==> config.mk <==
export PLATFORM = sky130hd
export DESIGN_NAME = dhgt_top
export DESIGN_NICKNAME = d
export VERILOG_FILES = /design/src/design/dhgt_pkg.sv /design/src/design/dhgt_sync_edge.sv /design/src/design/dhgt_rtc_div.sv /design/src/design/dhgt_top.sv
export VERILOG_INCLUDE_DIRS = /design/src /design/src/design
export SDC_FILE = /design/constraint.sdc
export NUM_CORES = 1
export LEC_CHECK = 0
export ABC_AREA = 1
export BUFFER_PORTS_ARGS = -buffer_cell sky130_fd_sc_hd__buf_2
export CAP_MARGIN = 20
export CORE_MARGIN = 4
export CORE_UTILIZATION = 35
export CTS_CLUSTER_DIAMETER = 150
export DETAILED_ROUTE_END_ITERATION = 6
export SYNTH_ARGS = -nofsm -noshare
export SYNTH_HDL_FRONTEND = slang
export SYNTH_SLANG_ARGS = --single-unit
==> constraint.sdc <==
create_clock -name pclk -period 5.15 [get_ports pclk]
set_input_delay 0 -clock pclk [delete_from_list [all_inputs] [get_ports pclk]]
set_output_delay 0 -clock pclk [all_outputs]
set_load 0.005 [all_outputs]
==> src/design/dhgt_params.svh <==
// Offsets, field positions and counts of the dual half timer
`ifndef DHGT_PARAMS_SVH
`define DHGT_PARAMS_SVH
`define DHGT_OFF_CFG 12'h000
`define DHGT_OFF_CTRL 12'h004
`define DHGT_OFF_HMODE 12'h008
`define DHGT_OFF_ADCEV 12'h00C
`define DHGT_OFF_LOADA 12'h010
`define DHGT_OFF_LOADB 12'h014
`define DHGT_OFF_MATCHA 12'h018
`define DHGT_OFF_MATCHB 12'h01C
`define DHGT_OFF_VALA 12'h020
`define DHGT_OFF_VALB 12'h024
`define DHGT_OFF_CAPA 12'h028
`define DHGT_OFF_CAPB 12'h02C
`define DHGT_OFF_RIS 12'h030
`define DHGT_OFF_IMR 12'h034
`define DHGT_OFF_MIS 12'h038
`define DHGT_CTRL_EN 0
`define DHGT_CTRL_CLK 2
`define DHGT_CTRL_INV 3
`define DHGT_CTRL_STALL 5
`define DHGT_CTRL_TRIG 7
`define DHGT_CTRL_EDGE 9
`define DHGT_HM_B 8
`define DHGT_EV_TMO 0
`define DHGT_EV_CMATCH 1
`define DHGT_EV_CEV 2
`define DHGT_EV_RTC 3
`define DHGT_EV_MMATCH 4
`define DHGT_EV_B 8
`define DHGT_EV_VALID 16'h171F
`define DHGT_RTC_DIV_MAX 15'h7FFF
`endif

==> src/design/dhgt_pkg.sv <==
// Types shared by the dual half timer files
`default_nettype none
package dhgt_pkg;
  typedef enum logic [2:0] {
    DHGT_FULL_OS_DN, DHGT_FULL_OS_UP, DHGT_FULL_PER_DN,
    DHGT_FULL_PER_UP, DHGT_FULL_RTC, DHGT_SPLIT
  } dhgt_cfg_t;
  typedef enum logic [2:0] {
    DHGT_ONESHOT, DHGT_PERIODIC, DHGT_HALF_EDGE_COUNT_CAPTURE,
    DHGT_HALF_EDGE_TIME_CAPTURE, DHGT_PWM_ONESHOT, DHGT_PWM
  } dhgt_kind_t;
  typedef struct packed {
    logic up;
    dhgt_kind_t kind;
  } dhgt_hmode_t;
  typedef enum logic [3:0] {
    DHGT_ACT_NONE, DHGT_ACT_TIMEOUT_IRQ_SUPPRESS, DHGT_ACT_TOGGLE,
    DHGT_ACT_SET, DHGT_ACT_CLR, DHGT_ACT_SET_TOG, DHGT_ACT_CLR_TOG,
    DHGT_ACT_SET_CLR, DHGT_ACT_CLR_SET
  } dhgt_act_t;
  typedef enum logic [1:0] {DHGT_EDGE_POS, DHGT_EDGE_NEG, DHGT_EDGE_BOTH} dhgt_edge_t;
  typedef struct packed {
    logic tmo;
    logic stop;
    logic [31:0] cnt;
  } dhgt_step_t;
  typedef struct packed {
    dhgt_cfg_t cfg;
    logic [1:0] en;
    logic [1:0] en_q;
    logic clk_sel_precise_osc;
    logic [1:0] inv;
    logic [1:0] stall;
    logic [1:0] trig_en;
    dhgt_edge_t [1:0] edge_sel;
    dhgt_hmode_t [1:0] mode;
    dhgt_act_t [1:0] act;
    logic [15:0] adc_en;
    logic [1:0][15:0] load;
    logic [1:0][15:0] match;
    logic [1:0][15:0] cnt;
    logic [1:0][15:0] cap;
    logic [15:0] ris;
    logic [15:0] imr;
    logic [1:0] ccp_out;
    logic [1:0] ccp_oe;
    logic irq;
    logic adc_trig;
    logic pready;
    logic pslverr;
    logic [31:0] prdata;
  } dhgt_state_t;
endpackage : dhgt_pkg
`default_nettype wire

==> src/design/dhgt_sync_edge.sv <==
// Pin synchroniser with selectable edge detection
`timescale 1ns/10ps
`default_nettype none
module dhgt_sync_edge import dhgt_pkg::*; (
  input wire logic pclk,
  input wire logic presetn,
  input wire logic din,
  input wire dhgt_edge_t edge_sel,
  output logic level,
  output logic pulse
);
  typedef struct packed {
    logic s1;
    logic s2;
    logic s3;
  } dhgt_sync_t;
  dhgt_sync_t s;
  dhgt_sync_t next_s;
  logic rise;
  logic fall;

  // Two stages, then one for edge history
  always_comb begin
    next_s.s1 = din;
    next_s.s2 = s.s1;
    next_s.s3 = s.s2;
  end

  always_ff @(posedge pclk or negedge presetn) begin
    if (!presetn) begin
      s <= '0;
    end else begin
      s <= next_s;
    end
  end

  assign level = s.s2;
  assign rise = s.s2 & ~s.s3;
  assign fall = ~s.s2 & s.s3;

  always_comb begin
    case (edge_sel)
      DHGT_EDGE_POS: pulse = rise;
      DHGT_EDGE_NEG: pulse = fall;
      default: pulse = rise | fall;
    endcase
  end
endmodule : dhgt_sync_edge
`default_nettype wire

==> src/design/dhgt_rtc_div.sv <==
// Divider from 32768 clock edges to a one second tick
`timescale 1ns/10ps
`default_nettype none
`include "dhgt_params.svh"
module dhgt_rtc_div (
  input wire logic pclk,
  input wire logic presetn,
  input wire logic run,
  input wire logic edge_in,
  output logic sec_tick
);
  typedef struct packed {
    logic [14:0] div;
  } dhgt_div_t;
  dhgt_div_t s;
  dhgt_div_t next_s;

  always_comb begin
    next_s = s;
    if (!run) begin
      next_s.div = 15'h0000;
    end else if (edge_in) begin
      next_s.div = s.div + 15'h0001;
    end
  end

  always_ff @(posedge pclk or negedge presetn) begin
    if (!presetn) begin
      s <= '0;
    end else begin
      s <= next_s;
    end
  end

  assign sec_tick = run & edge_in & (s.div == `DHGT_RTC_DIV_MAX);
endmodule : dhgt_rtc_div
`default_nettype wire

==> src/design/dhgt_top.sv <==
// Dual half general timer with APB registers
`timescale 1ns/10ps
`default_nettype none
`include "dhgt_params.svh"
module dhgt_top import dhgt_pkg::*; (
  input wire logic pclk,
  input wire logic presetn,
  input wire logic psel,
  input wire logic penable,
  input wire logic pwrite,
  input wire logic [11:0] paddr,
  input wire logic [31:0] pwdata,
  output logic [31:0] prdata,
  output logic pready,
  output logic pslverr,
  input wire logic [1:0] ccp_in,
  output logic [1:0] ccp_out,
  output logic [1:0] ccp_oe,
  input wire logic precise_osc_clk,
  input wire logic rtc_clk_32k,
  input wire logic debug_halted,
  output logic irq,
  output logic adc_trig
);
  dhgt_state_t s;
  dhgt_state_t n;
  logic [3:0] edge_ev;
  logic [3:0] raw_in;
  logic sec_tick;
  logic cnt_tick;
  logic [1:0] live;
  logic [1:0] run;
  logic acc;
  logic wr;
  logic locked;
  logic [31:0] load32;
  logic [31:0] match32;
  logic [31:0] cnt32;
  logic [31:0] rd;
  logic [15:0] clr;
  logic [15:0] ev_all;
  logic [15:0] supp;
  logic [15:0] trig_mask;
  logic [1:0] tmo_h;
  logic [1:0] start_h;
  logic [1:0] is_tmr;
  logic [1:0] pwm_h;
  logic up_full;
  dhgt_step_t st;

  // Next count, timeout and stop for a timer step
  function automatic dhgt_step_t step_count(input logic [31:0] cnt,
      input logic [31:0] load, input logic up, input logic periodic);
    dhgt_step_t r;
    r = '0;
    r.cnt = cnt;
    if (up ? (cnt >= load) : (cnt == 32'h0000_0000)) begin
      r.tmo = 1'b1;
      r.stop = ~periodic;
      if (periodic) begin
        r.cnt = up ? 32'h0000_0000 : load;
      end
    end else begin
      r.cnt = up ? cnt + 32'h0000_0001 : cnt - 32'h0000_0001;
    end
    return r;
  endfunction : step_count

  // Mapped register addresses
  function automatic logic addr_ok(input logic [11:0] a);
    case (a)
      `DHGT_OFF_CFG, `DHGT_OFF_CTRL, `DHGT_OFF_HMODE, `DHGT_OFF_ADCEV,
      `DHGT_OFF_LOADA, `DHGT_OFF_LOADB, `DHGT_OFF_MATCHA, `DHGT_OFF_MATCHB,
      `DHGT_OFF_VALA, `DHGT_OFF_VALB, `DHGT_OFF_CAPA, `DHGT_OFF_CAPB,
      `DHGT_OFF_RIS, `DHGT_OFF_IMR, `DHGT_OFF_MIS: addr_ok = 1'b1;
      default: addr_ok = 1'b0;
    endcase
  endfunction : addr_ok

  // Pins pass two flops before use
  assign raw_in = {rtc_clk_32k, precise_osc_clk, ccp_in};
  for (genvar g = 0; g < 4; g++) begin : g_sync
    dhgt_sync_edge u_sync (
      .pclk(pclk),
      .presetn(presetn),
      .din(raw_in[g]),
      .edge_sel((g < 2) ? s.edge_sel[g % 2] : DHGT_EDGE_POS),
      .level(),
      .pulse(edge_ev[g])
    );
  end

  dhgt_rtc_div u_rtc (
    .pclk(pclk),
    .presetn(presetn),
    .run(s.en[0] && (s.cfg == DHGT_FULL_RTC)),
    .edge_in(edge_ev[3]),
    .sec_tick(sec_tick)
  );

  // one shared tick for both halves
  assign cnt_tick = s.clk_sel_precise_osc ? edge_ev[2] : 1'b1;
  assign live = s.en & ~(s.stall & {2{debug_halted}});
  assign run = live & {2{cnt_tick}};
  assign acc = psel & penable & ~s.pready;
  assign wr = psel & penable & s.pready & pwrite & ~s.pslverr;
  assign locked = |s.en;
  assign load32 = {s.load[1], s.load[0]};
  assign match32 = {s.match[1], s.match[0]};
  assign trig_mask = {{8{s.trig_en[1]}}, {8{s.trig_en[0]}}};
  assign up_full = (s.cfg == DHGT_FULL_OS_UP) || (s.cfg == DHGT_FULL_PER_UP);

  always_comb begin
    n = s;
    rd = 32'h0000_0000;
    clr = 16'h0000;
    ev_all = 16'h0000;
    supp = 16'h0000;
    tmo_h = 2'b00;
    start_h = s.en & ~s.en_q;
    is_tmr = 2'b00;
    pwm_h = 2'b00;
    st = '0;
    cnt32 = {s.cnt[1], s.cnt[0]};
    n.pready = 1'b0;
    n.pslverr = 1'b0;
    n.en_q = s.en;
    n.ccp_oe = 2'b00;
    // Read data selection
    case (paddr)
      `DHGT_OFF_CFG: rd[2:0] = s.cfg;
      `DHGT_OFF_CTRL: begin
        rd[`DHGT_CTRL_EN +: 2] = s.en;
        rd[`DHGT_CTRL_CLK] = s.clk_sel_precise_osc;
        rd[`DHGT_CTRL_INV +: 2] = s.inv;
        rd[`DHGT_CTRL_STALL +: 2] = s.stall;
        rd[`DHGT_CTRL_TRIG +: 2] = s.trig_en;
        rd[`DHGT_CTRL_EDGE +: 4] = {s.edge_sel[1], s.edge_sel[0]};
      end
      `DHGT_OFF_HMODE: rd[15:0] = {s.act[1], s.mode[1], s.act[0], s.mode[0]};
      `DHGT_OFF_ADCEV: rd[15:0] = s.adc_en;
      `DHGT_OFF_LOADA: rd[15:0] = s.load[0];
      `DHGT_OFF_LOADB: rd[15:0] = s.load[1];
      `DHGT_OFF_MATCHA: rd[15:0] = s.match[0];
      `DHGT_OFF_MATCHB: rd[15:0] = s.match[1];
      `DHGT_OFF_VALA: rd[15:0] = s.cnt[0];
      `DHGT_OFF_VALB: rd[15:0] = s.cnt[1];
      `DHGT_OFF_CAPA: rd[15:0] = s.cap[0];
      `DHGT_OFF_CAPB: rd[15:0] = s.cap[1];
      `DHGT_OFF_RIS: rd[15:0] = s.ris;
      `DHGT_OFF_IMR: rd[15:0] = s.imr;
      `DHGT_OFF_MIS: rd[15:0] = s.ris & s.imr;
      default: rd = 32'h0000_0000;
    endcase
    if (acc) begin
      n.pready = 1'b1;
      n.prdata = rd;
      n.pslverr = ~addr_ok(paddr) | (pwrite & locked &
          ((paddr == `DHGT_OFF_CFG) || (paddr == `DHGT_OFF_HMODE)));
    end
    // Register writes at the completing edge
    if (wr) begin
      case (paddr)
        `DHGT_OFF_CFG: begin
          n.cfg = dhgt_cfg_t'(pwdata[2:0]);
          n.en = 2'b00;
        end
        `DHGT_OFF_CTRL: begin
          n.en = pwdata[`DHGT_CTRL_EN +: 2];
          n.clk_sel_precise_osc = pwdata[`DHGT_CTRL_CLK];
          n.inv = pwdata[`DHGT_CTRL_INV +: 2];
          n.stall = pwdata[`DHGT_CTRL_STALL +: 2];
          n.trig_en = pwdata[`DHGT_CTRL_TRIG +: 2];
          n.edge_sel[0] = dhgt_edge_t'(pwdata[`DHGT_CTRL_EDGE +: 2]);
          n.edge_sel[1] = dhgt_edge_t'(pwdata[(`DHGT_CTRL_EDGE + 2) +: 2]);
        end
        // separate mode and action per half
        `DHGT_OFF_HMODE: begin
          n.mode[0] = dhgt_hmode_t'(pwdata[3:0]);
          n.act[0] = dhgt_act_t'(pwdata[7:4]);
          n.mode[1] = dhgt_hmode_t'(pwdata[`DHGT_HM_B +: 4]);
          n.act[1] = dhgt_act_t'(pwdata[(`DHGT_HM_B + 4) +: 4]);
        end
        `DHGT_OFF_ADCEV: n.adc_en = pwdata[15:0] & `DHGT_EV_VALID;
        `DHGT_OFF_LOADA: n.load[0] = pwdata[15:0];
        `DHGT_OFF_LOADB: n.load[1] = pwdata[15:0];
        `DHGT_OFF_MATCHA: n.match[0] = pwdata[15:0];
        `DHGT_OFF_MATCHB: n.match[1] = pwdata[15:0];
        `DHGT_OFF_RIS: clr = pwdata[15:0] & `DHGT_EV_VALID;
        `DHGT_OFF_IMR: n.imr = pwdata[15:0] & `DHGT_EV_VALID;
        default: ;
      endcase
    end
    // split pair, each half its own mode
    if (s.cfg == DHGT_SPLIT) begin
      for (int i = 0; i < 2; i++) begin
        case (s.mode[i].kind)
          DHGT_HALF_EDGE_COUNT_CAPTURE: begin
            if (start_h[i]) begin
              n.cnt[i] = s.mode[i].up ? 16'h0000 : s.load[i];
            end else if (live[i] && edge_ev[i]) begin
              ev_all[i * `DHGT_EV_B + `DHGT_EV_CEV] = 1'b1;
              n.cnt[i] = s.mode[i].up ? s.cnt[i] + 16'h0001 : s.cnt[i] - 16'h0001;
              if (n.cnt[i] == s.match[i]) begin
                ev_all[i * `DHGT_EV_B + `DHGT_EV_CMATCH] = 1'b1;
                n.en[i] = 1'b0;
              end
            end
          end
          default: begin
            pwm_h[i] = (s.mode[i].kind == DHGT_PWM) || (s.mode[i].kind == DHGT_PWM_ONESHOT);
            is_tmr[i] = (s.mode[i].kind == DHGT_ONESHOT) || (s.mode[i].kind == DHGT_PERIODIC);
            if (start_h[i]) begin
              n.cnt[i] = (s.mode[i].up && !pwm_h[i]) ? 16'h0000 : s.load[i];
            end else if (run[i]) begin
              // stop or reload at the end
              st = step_count({16'h0000, s.cnt[i]}, {16'h0000, s.load[i]},
                  s.mode[i].up && !pwm_h[i],
                  (s.mode[i].kind != DHGT_ONESHOT) && (s.mode[i].kind != DHGT_PWM_ONESHOT));
              n.cnt[i] = st.cnt[15:0];
              tmo_h[i] = st.tmo;
              if (st.stop) begin
                n.en[i] = 1'b0;
              end
              if (is_tmr[i] && (s.cnt[i] == s.match[i])) begin
                ev_all[i * `DHGT_EV_B + `DHGT_EV_MMATCH] = 1'b1;
              end
            end
            if ((s.mode[i].kind == DHGT_HALF_EDGE_TIME_CAPTURE) && live[i] && edge_ev[i]) begin
              n.cap[i] = s.cnt[i];
              ev_all[i * `DHGT_EV_B + `DHGT_EV_CEV] = 1'b1;
            end
            if (pwm_h[i]) begin
              n.ccp_oe[i] = 1'b1;
              n.ccp_out[i] = (n.cnt[i] > s.match[i]) ^ s.inv[i];
            end
          end
        endcase
      end
    end else begin
      // full width modes on half A controls
      is_tmr[0] = (s.cfg != DHGT_FULL_RTC);
      if (start_h[0]) begin
        cnt32 = up_full ? 32'h0000_0000 : load32;
      end else if (s.cfg == DHGT_FULL_RTC) begin
        if (live[0] && sec_tick) begin
          cnt32 = cnt32 + 32'h0000_0001;
          if (cnt32 == match32) begin
            ev_all[`DHGT_EV_RTC] = 1'b1;
          end
        end
      end else if (run[0]) begin
        st = step_count(cnt32, load32, up_full,
            (s.cfg == DHGT_FULL_PER_DN) || (s.cfg == DHGT_FULL_PER_UP));
        if (cnt32 == match32) begin
          ev_all[`DHGT_EV_MMATCH] = 1'b1;
        end
        cnt32 = st.cnt;
        tmo_h[0] = st.tmo;
        if (st.stop) begin
          n.en[0] = 1'b0;
        end
      end
      n.cnt[0] = cnt32[15:0];
      n.cnt[1] = cnt32[31:16];
    end
    // Timeout events and pin actions per half
    for (int i = 0; i < 2; i++) begin
      if (tmo_h[i]) begin
        ev_all[i * `DHGT_EV_B + `DHGT_EV_TMO] = 1'b1;
      end
      if (is_tmr[i]) begin
        n.ccp_oe[i] = (s.act[i] != DHGT_ACT_NONE) && (s.act[i] != DHGT_ACT_TIMEOUT_IRQ_SUPPRESS);
        if (tmo_h[i] && (s.act[i] == DHGT_ACT_TIMEOUT_IRQ_SUPPRESS)) begin
          supp[i * `DHGT_EV_B + `DHGT_EV_TMO] = 1'b1;
        end
        if (start_h[i]) begin
          case (s.act[i])
            DHGT_ACT_SET_TOG, DHGT_ACT_SET_CLR: n.ccp_out[i] = 1'b1;
            DHGT_ACT_CLR_TOG, DHGT_ACT_CLR_SET: n.ccp_out[i] = 1'b0;
            default: ;
          endcase
        end else if (tmo_h[i]) begin
          case (s.act[i])
            DHGT_ACT_TOGGLE, DHGT_ACT_SET_TOG, DHGT_ACT_CLR_TOG: n.ccp_out[i] = ~s.ccp_out[i];
            DHGT_ACT_SET, DHGT_ACT_CLR_SET: n.ccp_out[i] = 1'b1;
            DHGT_ACT_CLR, DHGT_ACT_SET_CLR: n.ccp_out[i] = 1'b0;
            default: ;
          endcase
        end
      end
    end
    // Status sets win over same-cycle clears
    n.ris = (s.ris & ~clr) | (ev_all & ~supp);
    n.irq = |(n.ris & n.imr);
    // enabled event in an enabled half
    n.adc_trig = |(ev_all & s.adc_en & trig_mask);
  end

  always_ff @(posedge pclk or negedge presetn) begin
    if (!presetn) begin
      s <= '0;
    end else begin
      s <= n;
    end
  end

  assign prdata = s.prdata;
  assign pready = s.pready;
  assign pslverr = s.pslverr;
  assign ccp_out = s.ccp_out;
  assign ccp_oe = s.ccp_oe;
  assign irq = s.irq;
  assign adc_trig = s.adc_trig;
endmodule : dhgt_top
`default_nettype wire

### Word level (Yosys, flattened, before mapping)

Memories as Yosys holds them, arrays and structs flattened.
Index checks and enable logic that the tools add are counted.
Widths: inputs -> output; s select.

* bits in registers: 254
* ROM bits: 64
* bits of input ports: 54
* output and inout port bits: 40
* word-level logic and storage cells: 410
* memories: 1

* $add $sub $neg: 11
* order comparisons: 5
* eq/ne operators: 64
* mux-type cells: 166
* bitwise operators: 51
* reductions and logical operators: 66

Memories
* (no name shown): words 64, width 1, rd ports 1, clocked after memory_dff 0, wr ports 0, RTL line dhgt_top.sv:71 `case (a)`

Operators by type and width (count)
* $mux 16: 30
* $mux 32: 9
* $pmux 10 s14: 1
* $mux 1: 88
* $eq 12x6->1 const B: 7
* $add 16x1->16 const B: 4
* $eq 16x16->1: 4
* $eq 32x32->1: 2
* $sub 16x1->16 const B: 4
* $and 16x16->16: 3
* $eq 12x5->1 const B: 4
* $mux 2: 23
* $pmux 3 s15: 1
* $pmux 3 s12: 1
* $mux 34: 1
* $add 32x1->32 const B: 1
* $and 13x16->16: 2
* $eq 4x3->1 const B: 8
* $ge 16x16->1: 2
* $ge 32x32->1: 1
* $gt 16x16->1: 2
* $logic_not 16->1: 2
* $logic_not 32->1: 1
* $reduce_or 16->1: 2
* 48 further kinds: 160

### Logic depth before layout (Yosys ltp)

* depth after elaboration: 22
* gate-level depth with buffers: 35

### Modules after synthesis

A second synthesis with hierarchy kept.

* cells, all modules: 3524
* area, all modules: 21672.0 um^2

By module, submodules not included
* dhgt_top: instances 1, cells an instance 3354, area each 20295.7 um^2, sequential area each 5330.1 um^2
* dhgt_rtc_div: instances 1, cells an instance 114, area each 830.8 um^2, sequential area each 375.4 um^2
* dhgt_sync_edge: instances 4, cells an instance 14, area each 136.4 um^2, sequential area each 75.1 um^2

### Worst setup path after synthesis

No wires, ideal clock.

* kind: register to register
* start: register s[104] (netlist name)
* end: register s (netlist bit ccp_out[0])
* library setup time: 0.065 ns
* arrival time: 3.383 ns
* required time: 5.085 ns
* setup slack: 1.701 ns
* stages on the path, launching flop included: 36
* path buffers: 2
* period minus slack after synthesis: 3.449 ns
* path through: dfrtp_1 buf_4 clkinv_1 ha_1 inv_1 nand2_1 nand2_1 nand2_1 nand2_1 nand2_1 nand2_1 nand2_1 nand2_1 nand2_1 nand2_1 buf_4 inv_2 nand2_1 nand3_1 nand2_1 nand2_1 ha_1 nand2_1 inv_1 nand3_1 nor3_1 o21ai_0 nand2_1 nand2_1 nand2_1 nand2_1 o21ai_0 nand2_1 nand2_1 nand3_1 nand2_1

RTL lines
* start: declaration: RTL line dhgt_top.sv:25 `dhgt_state_t s;`
* start signal: assignment: RTL line dhgt_top.sv:304 `s <= n;`

==> summary.md <==
Leakage power figure: 11.76 nW. Entering global routing, the biggest net connects 114 pins. The run gives 0.64 ns as the clock insertion delay at the later pin of the skew report. In this run the power density over the cells is 183.4 nW/um2. The run gives 35.65% as the initial core utilization.

The synthesized design contains 0 enable-type register cells. After layout, the worst setup slack is 0.8274 ns. Leaving out fill and tap cells, the most frequent cells in the layout are 1156 x nand2_1, 331 x inv_1, 311 x nand3_1, 305 x o21ai_0, 283 x nor2_1. The tools report the number of nets with antenna violations after detailed routing as 0. The worst setup path is launched from a register. At the worst endpoint, the arrival time is 4.83 ns. The most used flip-flop cell after synthesis is dfrtp_1. In this run the worst path has a maximum fanout of 15. STA puts the critical path data required time at 5.66 ns.

Static timing analysis puts the maximum clock frequency at 0.2313 GHz. Summing every instance area after synthesis gives 21680 um2. Pin placement for this block handled 94 I/O pins. For the H-tree level count, the log shows 1. Global routing finished with a remaining overflow of 0. Headroom to the max-slew limit came out at 30.14%.

The initial antenna violation count was 6. The clock period could shrink to 4.323 ns. The largest clock skew in the final design is 0.03188 ns. Largest family of logic cells by synthesized area: simple AND/OR/NAND/NOR gates. In the final layout, the share of cells above drive strength 1 is 7.731%.

The run gives 0.2743 mV as the worst voltage drop across the vdd grid. The total routing usage reported by global routing is 31.53%. Synthesis handed over a netlist of 3497 instances. The final max-slew violation count was 0.

The tools report the worst setup timing slack at the placement stage as 1.009 ns. The post-detailed-placement half-perimeter wirelength was 80060 um. The tree is rooted in a clkbuf_16. The final hold violation count was 0; the die area was 65990 um2. The xor and xnor fraction of the mapped netlist area is 2.666%. The multiplexer area fraction after synthesis works out to 0%. Gates resized during post-CTS repair numbered 0. TritonCTS created 30 clock buffers. Post-synthesis share of cell area spent on and, or, nand and nor gates: 37.46%. STA classifies the critical path endpoint as a register. Leaving out fill and tap cells, the most frequent cell in the layout is nand2_1. Die height: 256.9 um.

TritonCTS built the clock tree. The path category of the worst min-delay check is in -> reg. The via count of the first global-routing pass is 23021. Number of input and output port buffers inserted: 61. The run finished with clean final reports. Final estimated routing congestion in global placement: 1.040. Setup repair after global routing left no endpoint under its margin. The count of synthesis-stage warnings from yosys is 0. For the total vias in the final route, the log shows 25208. The run gives 90 as the number of placement rows. The floorplan step defined a core boundary enclosing 60810 um2. Using the TritonRoute via totals, the vias-per-cell ratio works out to 5.822.

The run gives 3600 as the starting DRC count in detailed routing. Counting every sink on the clock net gives 240. The compound-gate portion of the synthesized area was 17.12%; the share of the clock period used by the worst path after layout was 83.93%. Yosys mapped the design onto 57 distinct sky130hd cell types.

Max-cap violations in this run came to 0. Net total in the final layout: 3648. After synthesis, the share of flip-flops with an asynchronous set or reset is 100.0%. Counting flops and latches in the post-synthesis netlist gives 240. Final number of setup-violating endpoints: 0. Summing the sequential cell areas from Yosys gives 27.70% of the chip area.

Compared with the post-synthesis result, the final layout area differs by 11.08%. Summed over all layers, the routed wires come to 108500 um. The mean cell area of the mapped netlist is 6.199 um2, and the adder-cell area share of the yosys netlist is 4.271%.

The worst setup path category was reg -> reg. Width of the die: 256.9 um. First-pass GRT wire length: 156400 um. The tools report the detailed-router iteration count before antenna repair as 6. The logs give 0 ns for the summed negative setup slack over all endpoints and 3 for the worst-case clock buffer depth.

The clock-pin slew on the worst setup and hold paths is 0.07 ns, and the routed length per placed instance is 25.07 um. Post-route DRC violation count: 0. The slew at the pin closest to its max-slew limit is 1.046 ns.
-- final cells by class --
class                           instances  area, um2
Clock inverter                         21      292.8
Timing Repair Buffer                  165       1231
Antenna cell                            4      10.01
Multi-Input combinational cell       2723      13420
Inverter                              360       1353
Clock buffer                           35      789.5
Sequential cell                       240       6006
Fill cell                            6644      36730
Tap cell                              782      978.4
-- cells by family after synthesis --
kind of cell / Yosys count
other cells: 1
simple gates: 1918
compound gates: 649
buf+inv: 549
xor+xnor: 66
flops: 240
fa+ha+maj: 74
-- registers in the layout, summed over array words and instances (netlist names) --
| register | flops |
|---|---|
| ccp_oe | 2 |
| u_rtc.s | 15 |
| g_sync.u_sync.next_s | 4 |
| g_sync.u_sync.s | 4 |
| load32 | 32 |
| s | 123 |
| ccp_out | 2 |
| prdata | 16 |
| irq | 1 |
| pslverr | 1 |
| match32 | 32 |
| n | 2 |
| pready | 1 |
| adc_trig | 1 |
| g_sync.u_sync.level | 4 |
-- cells in the mapped netlist (5+ instances only) --
library cell,count,area (um2)
nand4_1,55,344.1
o221ai_1,16,140.1
ha_1,74,925.9
dfrtp_1,240,6006
buf_4,48,360.4
buf_2,36,180.2
inv_2,16,60.06
nand2_1,1156,4339
o21bai_1,9,67.56
nand3b_1,5,37.54
a21o_1,10,75.07
nand3_2,11,110.1
xor2_1,50,437.9
o22ai_1,75,469.2
a31oi_1,16,100.1
inv_1,332,1246
clkbuf_1,91,341.6
nor2_2,16,100.1
nand3_1,311,1556
a221oi_1,17,148.9
o21ai_1,17,85.08
nor4_1,8,50.05
nor2_1,284,1066
xnor2_1,16,140.1
buf_1,8,30.03
and2_1,6,37.54
a21oi_1,123,615.6
nor3_1,33,165.2
o21ai_0,305,1526
buf_6,6,67.56
clkinv_1,11,41.29
o211ai_1,33,247.7
nand2_2,7,43.79
nor2_4,12,135.1
-- through the flow --
step	cells	hold WS (ns)	power [mW]	area, um2	util [%]
6_report	4330	0.007032	4.415	24080	39.60
5_1_grt	4326	0.02822	4.521	24070	39.58
3_3_place_gp	4239	-0.03816	2.056	22630	37.22
4_1_cts	4323	0.004828	4.423	24010	39.49
3_5_place_dp	4239	-0.03546	2.058	22630	37.22
2_1_floorplan	3512	-0.2956	1.971	21740	-
-- where the power goes --
group | switching, mW | internal, mW
Clock | 1.01 | 1.37
Sequential | 0.00325 | 1.89
Combinational | 0.111 | 0.0357
-- layer usage --
metal	vias up	global-route usage, %	part of all wire (%)
met3	375	10.64	14
li1	11556	-	-
met1	11509	41.01	38
met5	-	0	0.031
met4	6	18.08	7.2
met2	1762	45.63	40
-- worst paths after layout --
check | from | slack, ns | depth (start not counted) | to
setup / recovery | s[121] | 0.83 | 21 | ccp_out[1]
hold / removal | ccp_in[1] | 0.007 | 2 | g_sync[1].u_sync.next_s[1]
setup reg to reg | s[121] | 0.83 | 21 | ccp_out[1]
hold reg to reg | g_sync[0].u_sync.next_s[1] | 0.35 | 0 | g_sync[0].u_sync.level
max in group asynchronous | presetn | 3.75 | 4 | s[129]
min in group asynchronous | presetn | 0.50 | 4 | u_rtc.s[6]
-- worst max-delay path, cell delays in order, from the launching register on --
cell      delay (ns)
dfrtp_1         0.38
inv_1           0.14
ha_1            0.32
nand2_1         0.18
nor2_2          0.22
nand4_1         0.41
nand2_1         0.33
nand2_2         0.11
nor2_4          0.41
nand2_1         0.11
nand3_1         0.09
o21ai_0         0.19
ha_1            0.39
nand4_1         0.13
o221ai_1        0.26
nand2_1         0.09
nand2_1         0.06
nand2_1         0.09
nand2_1         0.07
nand2_1         0.05
o22ai_1         0.10
o21ai_0         0.09
-- repair_timing --
| item | CTS | global route |
|---|---|---|
| hold endpoints to repair | 265 | 0 |
| setup buffers | 0 | 0 |
| hold buffers | 28 | 0 |
Note: power is estimated with default switching activity, not from simulation.
